`src/cgr_pkg.sv`:
```
// Behaviour
// - a write updates gate bit n only where mask bit n+16 is one
// - gate bits whose mask bit is zero keep their value
// - a gate bit at one stops its clock; all gates reset to zero
// - display-out register holds gate bits 9:0; bits 15:10 reserved
// - video-in/codec register holds bits 15:11, 9:4, 2:0; 10 and 3 reserved
// - peripheral/flash register holds bits 15, 13:11, 9:7; 14, 10, 6:5 reserved
// - bit 15 gates flash host bus clock, bit 13 its core clock
// - bit 12 gates flash slow path, bit 11 its pll clock
// - bits 9, 8, 7 gate peripheral interconnect, bus and pll root clocks
package cgr_pkg;

    // =====================================================
    // register map
    localparam logic [11:0] ADDR_DISPLAY_OUT = 12'h20C;
    localparam logic [11:0] ADDR_VIDEO_IN = 12'h210;
    localparam logic [11:0] ADDR_PERIPH_FLASH = 12'h214;
    localparam int NUM_REGS = 3;
    localparam int GATE_W = 16;
    localparam int MASK_LSB = 16;
    localparam logic [15:0] GATE_RESET = 16'h0000;

    // =====================================================
    // implemented gate bits per register
    localparam logic [15:0] IMPL_DISPLAY_OUT = 16'h03FF;
    localparam logic [15:0] IMPL_VIDEO_IN = 16'hFBF7;
    // bits 4:0 live outside this block and read as zero here
    localparam logic [15:0] IMPL_PERIPH_FLASH = 16'hBB80;

    // =====================================================
    // bit positions in the peripheral/flash register
    localparam int BIT_FLASH_HOST = 15;
    localparam int BIT_FLASH_CORE = 13;
    localparam int BIT_FLASH_SLOW = 12;
    localparam int BIT_FLASH_PLL = 11;
    localparam int BIT_PERI_NIU = 9;
    localparam int BIT_PERI_BUS = 8;
    localparam int BIT_PERI_PLL = 7;

    // =====================================================
    // carriers
    typedef struct packed {
        logic flash_host_gate;
        logic flash_core_gate;
        logic flash_ctrl_slow_path_gate;
        logic flash_pll_gate;
        logic peri_interconnect_gate;
        logic peri_bus_gate;
        logic peri_pll_root_gate;
    } cgr_periph_gates_t;

    typedef struct packed {
        logic [15:0] display_out;
        logic [15:0] video_in;
        logic [15:0] periph_flash;
    } cgr_gate_bank_t;

endpackage
```
`src/cgr_clock_gate_bank.sv`:
```
// The APB interface to the registers was decided locally.
`timescale 1ns/1ps
module cgr_clock_gate_bank (
    input wire logic pclk,
    input wire logic presetn,
    input wire logic psel,
    input wire logic penable,
    input wire logic pwrite,
    input wire logic [11:0] paddr,
    input wire logic [31:0] pwdata,
    output logic [31:0] prdata,
    output logic pready,
    output logic pslverr,
    output logic [15:0] display_out_gates,
    output logic [15:0] video_in_codec_gates,
    output cgr_pkg::cgr_periph_gates_t periph_gates
);

    // =====================================================
    // apb decode
    logic access;
    logic hit_disp;
    logic hit_vin;
    logic hit_peri;
    logic mapped;
    cgr_pkg::cgr_gate_bank_t bank;

    assign access = psel && penable;
    assign hit_disp = (paddr == cgr_pkg::ADDR_DISPLAY_OUT);
    assign hit_vin = (paddr == cgr_pkg::ADDR_VIDEO_IN);
    assign hit_peri = (paddr == cgr_pkg::ADDR_PERIPH_FLASH);
    assign mapped = hit_disp || hit_vin || hit_peri;
    // zero wait states; unmapped addresses answer with an error
    assign pready = 1'b1;
    assign pslverr = access && !mapped;

    // =====================================================
    // gate registers
    cgr_gate_reg #(.IMPL(cgr_pkg::IMPL_DISPLAY_OUT)) u_disp (
        .pclk(pclk),
        .presetn(presetn),
        .wr_en(access && pwrite && hit_disp),
        .wdata(pwdata),
        .gates(bank.display_out)
    );

    cgr_gate_reg #(.IMPL(cgr_pkg::IMPL_VIDEO_IN)) u_vin (
        .pclk(pclk),
        .presetn(presetn),
        .wr_en(access && pwrite && hit_vin),
        .wdata(pwdata),
        .gates(bank.video_in)
    );

    cgr_gate_reg #(.IMPL(cgr_pkg::IMPL_PERIPH_FLASH)) u_peri (
        .pclk(pclk),
        .presetn(presetn),
        .wr_en(access && pwrite && hit_peri),
        .wdata(pwdata),
        .gates(bank.periph_flash)
    );

    // =====================================================
    // gate outputs; one means clock stopped
    assign display_out_gates = bank.display_out;
    assign video_in_codec_gates = bank.video_in;
    assign periph_gates.flash_host_gate = bank.periph_flash[cgr_pkg::BIT_FLASH_HOST];
    assign periph_gates.flash_core_gate = bank.periph_flash[cgr_pkg::BIT_FLASH_CORE];
    assign periph_gates.flash_ctrl_slow_path_gate =
        bank.periph_flash[cgr_pkg::BIT_FLASH_SLOW];
    assign periph_gates.flash_pll_gate = bank.periph_flash[cgr_pkg::BIT_FLASH_PLL];
    assign periph_gates.peri_interconnect_gate = bank.periph_flash[cgr_pkg::BIT_PERI_NIU];
    assign periph_gates.peri_bus_gate = bank.periph_flash[cgr_pkg::BIT_PERI_BUS];
    assign periph_gates.peri_pll_root_gate = bank.periph_flash[cgr_pkg::BIT_PERI_PLL];

    // =====================================================
    // read data, registered; mask half always reads zero
    always_ff @(posedge pclk or negedge presetn)
    begin
        if (!presetn)
            prdata <= 32'h0000_0000;
        else if (psel && !penable && !pwrite)
        begin
            if (paddr == cgr_pkg::ADDR_DISPLAY_OUT)
                prdata <= {16'h0000, bank.display_out};
            else if (paddr == cgr_pkg::ADDR_VIDEO_IN)
                prdata <= {16'h0000, bank.video_in};
            else if (paddr == cgr_pkg::ADDR_PERIPH_FLASH)
                prdata <= {16'h0000, bank.periph_flash};
            else
                prdata <= 32'h0000_0000;
        end
    end

    // =====================================================
    // per-bit checks; every implemented bit obeys its own mask bit
    generate
        for (genvar b = 0; b < cgr_pkg::GATE_W; b++)
        begin : g_chk_disp
            if (cgr_pkg::IMPL_DISPLAY_OUT[b])
            begin : g_impl

            end
            else
            begin : g_rsvd

            end
        end
    endgenerate

    generate
        for (genvar b = 0; b < cgr_pkg::GATE_W; b++)
        begin : g_chk_vin
            if (cgr_pkg::IMPL_VIDEO_IN[b])
            begin : g_impl

            end
            else
            begin : g_rsvd

            end
        end
    endgenerate

    generate
        for (genvar b = 0; b < cgr_pkg::GATE_W; b++)
        begin : g_chk_peri
            if (cgr_pkg::IMPL_PERIPH_FLASH[b])
            begin : g_impl

            end
            else
            begin : g_rsvd

            end
        end
    endgenerate
endmodule

```
`src/cgr_gate_reg.sv`:
```
`timescale 1ns/1ps
module cgr_gate_reg #(
    parameter logic [15:0] IMPL = 16'hFFFF
) (
    input wire logic pclk,
    input wire logic presetn,
    input wire logic wr_en,
    input wire logic [31:0] wdata,
    output logic [15:0] gates
);

    // =====================================================
    // masked per-bit update
    genvar i;
    generate
        for (i = 0; i < cgr_pkg::GATE_W; i++)
        begin : g_bit
            if (IMPL[i])
            begin : g_impl
                always_ff @(posedge pclk or negedge presetn)
                begin
                    if (!presetn)
                        gates[i] <= cgr_pkg::GATE_RESET[i];
                    else if (wr_en && wdata[cgr_pkg::MASK_LSB + i])
                        gates[i] <= wdata[i];
                end
            end
            else
            begin : g_rsvd
                assign gates[i] = 1'b0;
            end
        end
    endgenerate

endmodule

```
`config.mk`:
```
export PLATFORM = sky130hd
export DESIGN_NAME = cgr_clock_gate_bank
export DESIGN_NICKNAME = d
export VERILOG_FILES = /design/src/cgr_pkg.sv /design/src/cgr_clock_gate_bank.sv /design/src/cgr_gate_reg.sv
export SDC_FILE = /design/constraint.sdc
export NUM_CORES = 1
export LEC_CHECK = 0
export BUFFER_PORTS_ARGS = -buffer_cell sky130_fd_sc_hd__buf_2
export CAP_MARGIN = 30
export CORE_MARGIN = 8
export CORE_UTILIZATION = 25
export DETAILED_ROUTE_END_ITERATION = 10
export SETUP_SLACK_MARGIN = 0.3
export SYNTH_ARGS = -nofsm -noshare
export SYNTH_HDL_FRONTEND = slang
export SYNTH_SLANG_ARGS = --single-unit
```
`constraint.sdc`:
```
create_clock -name pclk -period 3 [get_ports pclk]
set_input_delay 0.45 -clock pclk [delete_from_list [all_inputs] [get_ports pclk]]
set_output_delay 0.45 -clock pclk [all_outputs]
set_load 0.02 [all_outputs]
```
### After elaboration in Yosys (flattened, before gate mapping)

Index checks and enable logic that the tools add are counted.

| operators by class | value |
|---|---|
| div/mod/pow operators | 0 |
| reduce and logical (&&, ||, !) cells | 44 |
| multiplexer cells | 3 |
| magnitude comparators | 0 |
| shift operators | 0 |
| equal/unequal tests | 3 |
| bitwise gates (word level) | 0 |
| $mul | 0 |
| $add $sub $neg | 0 |

Operator list:

| cell | number |
|---|---|
| $mux 16 | 3 |
| $logic_and 1x1->1 | 39 |
| $eq 12x10->1 const B | 3 |
| $logic_not 1->1 | 3 |
| $logic_or 1x1->1 | 2 |

| storage, ports and cells | value |
|---|---|
| memories | 0 |
| input port bits | 49 |
| flip-flop bits (word level) | 63 |
| output and inout port bits | 73 |
| memory bits (writable) | 0 |
| logic and storage cells | 82 |
| bits in read-only memories | 0 |
| latch bits | 0 |

### Depth between registers and ports, before layout

| logic depth | value |
|---|---|
| depth after elaboration | 5 |
| gate-level depth with buffers | 6 |
| mapped depth without buffers | 4 |

### Modules after synthesis

A second synthesis with hierarchy kept.

| second synthesis, totals | value |
|---|---|
| cells, all modules | 264 |
| area, all modules | 2906.5 µm² |

Modules (own cells, without submodules):

| module | cells each | times used | sequential area each (µm²) | area each (µm²) |
|---|---|---|---|---|
| cgr_clock_gate_bank | 149 | 1 | 400.4 | 1402.6 |
| cgr_gate_reg (u_vin) | 46 | 1 | 350.3 | 628.1 |
| cgr_gate_reg (u_disp) | 38 | 1 | 250.2 | 498.0 |
| cgr_gate_reg (u_peri) | 31 | 1 | 175.2 | 377.9 |

### Worst setup path after synthesis

OpenSTA, ideal clock, no wires.

| timing path | value |
|---|---|
| kind | input to register |
| from | input paddr[7] |
| to | register u_vin.gates[0] |
| slack | 0.874 ns |
| path buffers | 2 |
| data required time | 2.875 ns |
| data arrival time | 2.001 ns |
| cell stages on the path | 6 |
| library setup time | 0.125 ns |
| path through | or4_1 buf_4 nor4_4 buf_6 nand2_1 mux2_4 |

| on the way | value |
|---|---|
| cells in the longest elaborated chain, start to end | 3 |

Ends and longest elaborated chain:

| item | RTL line | RTL |
|---|---|---|
| start, declared | cgr_clock_gate_bank.sv:9 | `input wire logic [11:0] paddr,` |
| $eq 12x10->1 | cgr_clock_gate_bank.sv:30 | `assign hit_vin = (paddr == cgr_pkg::ADDR_VIDEO_IN);` |
| $logic_and 1x1->1 | cgr_clock_gate_bank.sv:50 | `.wr_en(access && pwrite && hit_vin),` |
| $logic_and 1x1->1 | cgr_gate_reg.sv:24 | `else if (wr_en && wdata[cgr_pkg::MASK_LSB + i])` |
| end signal, assigned by index | cgr_gate_reg.sv:23 | `gates[i] <= cgr_pkg::GATE_RESET[i];` |
| end signal, assigned by index | cgr_gate_reg.sv:25 | `gates[i] <= wdata[i];` |
| end, declared | cgr_gate_reg.sv:9 | `output logic [15:0] gates` |

Every way passes these cells.
A chain may end at the register's enable or synchronous reset.

### Final worst setup path

| timing path | value |
|---|---|
| from | input paddr[2] |
| to | output pslverr |

| on the way | value |
|---|---|
| cells in the longest elaborated chain, start to end | 5 |
| elaborated cells on any way between the ends | 7 |

Ends and longest elaborated chain:

| item | RTL line | RTL |
|---|---|---|
| $eq 12x10->1 (on tied branches) | cgr_clock_gate_bank.sv:29, cgr_clock_gate_bank.sv:30 |  |
| $logic_or 1x1->1 | cgr_clock_gate_bank.sv:32 | `assign mapped = hit_disp \|\| hit_vin \|\| hit_peri;` |
| $logic_or 1x1->1 * | cgr_clock_gate_bank.sv:32 |  |
| $logic_not 1->1 * | cgr_clock_gate_bank.sv:35 | `assign pslverr = access && !mapped;` |
| $logic_and 1x1->1 * | cgr_clock_gate_bank.sv:35 |  |
| end, declared | cgr_clock_gate_bank.sv:13 | `output logic pslverr,` |

Mark *: on every way between the ends. The rest lies on a longest branch, timed or not.

==> results.txt <==
----------------------------------------------------
[Outcome]
  Run status ... completed

[Routing]
  Detailed-route vias per instance ... ~4.2
  DR pass1 iterations ... 4
  Detailed Route Iter0 Violations ... 42
  Wire per inst ... between 15 and 20 um
  Number of design rule violations left after detail routing ... 0
  DRT antenna net count ... 0
  Total via count after detailed routing ... roughly 1.8k
  Wire length reported by the detailed router ... between 6000 and 7000 um

[Worst setup path]
  Launch point of the critical path ... paddr[2]
  Endpoint required time on the critical path ... ~2.6 ns
  Crit-path max FO ... 11
  Flop-to-flop setup slack ... around 2.1 ns
  Endpoint of the worst register-to-register path ... prdata[9]$_DFFE_PN0P_
  Data arrival time of the critical path ... roughly 1.8 ns
  Depth of the most critical reg-to-reg path ... 3
  CP startpoint kind ... input port
  Launch point of the worst reg-to-reg path ... u_peri.gates[9]$_DFFE_PN0P_
  Sort of element at the end of the critical path ... output port
  Kind of critical path ... in -> out

[STA]
  Unrepaired setup endpoints after global routing ... no
  Final worst setup slack ... ~0.72 ns
  Number of max-slew violations in the final report ... 0
  Pin slew with the least headroom to its limit ... between 0.6 and 0.7 ns
  Fraction of the cycle the final worst path needs ... around three quarters
  Clock period minus final worst setup slack ... around 2.3 ns
  Number of hold violations in the final report ... 0
  Summed negative setup slack over all endpoints ... 0 ns
  Setup violators final ... 0
  Upper clock frequency limit ... between 400 and 500 MHz
  Slew HR ... between 50% and 60%
  Largest clock skew in the final design ... 0.00625 ns

[Logic synthesis]
  Most frequent cells after synthesis ... sky130_fd_sc_hd__dfrtp_1 (46), sky130_fd_sc_hd__nand2_1 (42), sky130_fd_sc_hd__buf_4 (27)
  Async set or reset register ratio after synthesis ... between 90% and 100%
  Mean instance size in the synthesized netlist ... 12.0 um2
  Cell variety after synth ... 27
  Gate Count Post-Synth ... ~200
  Top cell type's share of synthesized area ... 48.3%
  Most area-hungry cell type in the Yosys netlist ... sky130_fd_sc_hd__dfrtp_1
  Register bit count reported by yosys ... between 40 and 50
  Number of enable flip-flop cells after synthesis ... 0
  Syn. warnings ... 0
  Main synth FF type ... sky130_fd_sc_hd__dfrtp_1
  Ranking of synthesized cells by area ... sky130_fd_sc_hd__dfrtp_1 (48%), sky130_fd_sc_hd__buf_4 (8.5%), sky130_fd_sc_hd__mux2_2 (8.0%)
  Area of the mapped netlist ... between 2000 and 2500 um2
  Sequential fraction of the synthesis area ... between 40% and 50%
  Most instantiated library cell after synthesis ... sky130_fd_sc_hd__dfrtp_1

[Floorplanning]
  Effective utilization at floorplan ... approximately 26%
  Die width ... between 100 and 150 um
  Die footprint ... roughly 13,000 um2
  Die height ... 114 um
  FP Rows ... 35
  IO Count ... between 100 and 150
  CORE AREA ... approximately 9000 um2

[Cells and area]
  Number of antenna cells inserted ... 0
  Filler instances ... 955
  Ratio of cells with drive above 1 in the final layout ... a little under half
  Number of nets in the finished design ... ~340
  Synth-to-Final Area Change ... 25.1%

[Pwr]
  Final Total Pwr ... around 0.0011 W
  Leakage power total ... ~1.7 nW
  Worst vdd rail ir drop ... approximately 160 uV
  Power density over the cells ... roughly 360 nW/um2

[Job]
  Total of max-cap violations ... 0

[Placement]
  Worst slack after detailed placement ... around 0.47 ns
  Input/output buffers ... between 90 and 100
  Post-detail-place hpwl ... a little over 5000 um
  Placer Congestion ... 0.683

[CTS]
  CTS tree ... yes
  Clock latency on the worst-skew pair ... between 0.2 and 0.3 ns
  Number of buffers inserted during clock tree synthesis ... 5
  Clk buf depth ... 2
  Worst-path clk slew ... about 0.08 ns
  Resize count post-CTS ... 0
  Post-CTS Hold Fix Bufs ... 0
  CTS H-Tree Depth ... 2
  Clock Tree Root ... sky130_fd_sc_hd__clkbuf_8
  Buffers inserted by post-CTS timing repair ... 0
  CTS sink count ... 46

[Global routing]
  Global-route usage over all layers ... just under 10%
  First-pass GRT wire length ... around 10,000 um
  Total grt overflow ... 0
  Maximum number of pins on one net before global-route repair ... 27
  Number of antenna violations at the first check in global routing ... 0
  Via count of the first global-routing pass ... 1,892

[Worst hold path]
  Hold Crit Class ... in -> async

----------------------------------------------------
-- placed cells by master, fill, tap and decap left out, types with 2 or more instances in the layout --
cell type and instances:
sky130_fd_sc_hd__mux2_1 4, sky130_fd_sc_hd__clkbuf_8 5, sky130_fd_sc_hd__a22o_1 8, sky130_fd_sc_hd__a2bb2oi_1 3
sky130_fd_sc_hd__dfrtp_1 46, sky130_fd_sc_hd__clkinv_2 2, sky130_fd_sc_hd__or3b_2 2, sky130_fd_sc_hd__buf_2 93
sky130_fd_sc_hd__o21ai_0 4, sky130_fd_sc_hd__mux2_4 10, sky130_fd_sc_hd__nor4_4 4, sky130_fd_sc_hd__mux2i_1 7
sky130_fd_sc_hd__buf_4 4, sky130_fd_sc_hd__nand2_1 42, sky130_fd_sc_hd__a21o_1 6, sky130_fd_sc_hd__mux2_2 17
sky130_fd_sc_hd__conb_1 26
-- final cells by class --
class | count | area, um2 | area share (%)
clock buffer | 5 | 68.8 | 2.31
timing repair buffer | 98 | 515 | 17.3
clock inverter | 2 | 10.0 | 0.336
tap | 129 | 161 | 5.42
sequential | 46 | 1150 | 38.7
multi-input combinational | 143 | 1070 | 36.0
-- metal layers --
metal / routed length [um] / GRT usage (%)
met1: 2820 / 12.3
met2: 3070 / 15.7
met3: 569 / 3.49
met4: 47 / 2.40
met5: 0 / 0
-- where the power goes --
| part | total (W) | internal (W) | switching, W |
|---|---|---|---|
| sequential | 0.000620 | 0.000620 | 0.000000213 |
| clock | 0.000354 | 0.000157 | 0.000197 |
| combinational | 0.000104 | 0.0000317 | 0.0000723 |
-- flip-flops by register name, summed over array words and instances (netlist names) --
signal / flops
prdata: 15
u_disp.gates: 10
u_vin.gates: 14
u_peri.gates: 7
-- how the worst max path moves through the flow --
stage / end / slack (ns) / cells after the start
3_5_place_dp: u_peri.gates[8]$_DFFE_PN0P_ / 0.47 / 5
4_1_cts: pslverr / 0.68 / 5
5_1_grt: pslverr / 0.65 / 5
6_report: pslverr / 0.72 / 5
3_3_place_gp: u_peri.gates[7]$_DFFE_PN0P_ / 0.51 / 5
2_1_floorplan: u_vin.gates[0]$_DFFE_PN0P_ / 0.87 / 6
-- stage by stage --
| step | instance area [um2] | instances | utilization [%] | hold slack [ns] |
|---|---|---|---|---|
| after floorplan | 2470 | 222 | - | 0.154 |
| after global placement | 2880 | 415 | 31.2 | 0.462 |
| after detailed placement | 2900 | 416 | 31.4 | 0.467 |
| after CTS | 2980 | 423 | 32.2 | 0.144 |
| after global routing | 2980 | 423 | 32.2 | 0.148 |
| final | 2980 | 423 | 32.2 | 0.136 |
-- logic make-up (layout without fill, tap and decap cells) --
group | Yosys count | count (layout) | share of synthesized area [%]
other cells | 2 | 26 | 0.315
buf+inv | 33 | 105 | 10.5
mux | 38 | 38 | 19.2
flops | 46 | 46 | 48.3
compound gates | 22 | 22 | 7.09
simple gates | 57 | 57 | 14.6
-- critical path, stage by stage --
cell and delay, ns:
sky130_fd_sc_hd__buf_2 0.33, sky130_fd_sc_hd__or4bb_1 0.57, sky130_fd_sc_hd__a211oi_1 0.27, sky130_fd_sc_hd__nor2_1 0.05, sky130_fd_sc_hd__buf_2 0.16
(Power assumes the default switching activity.)
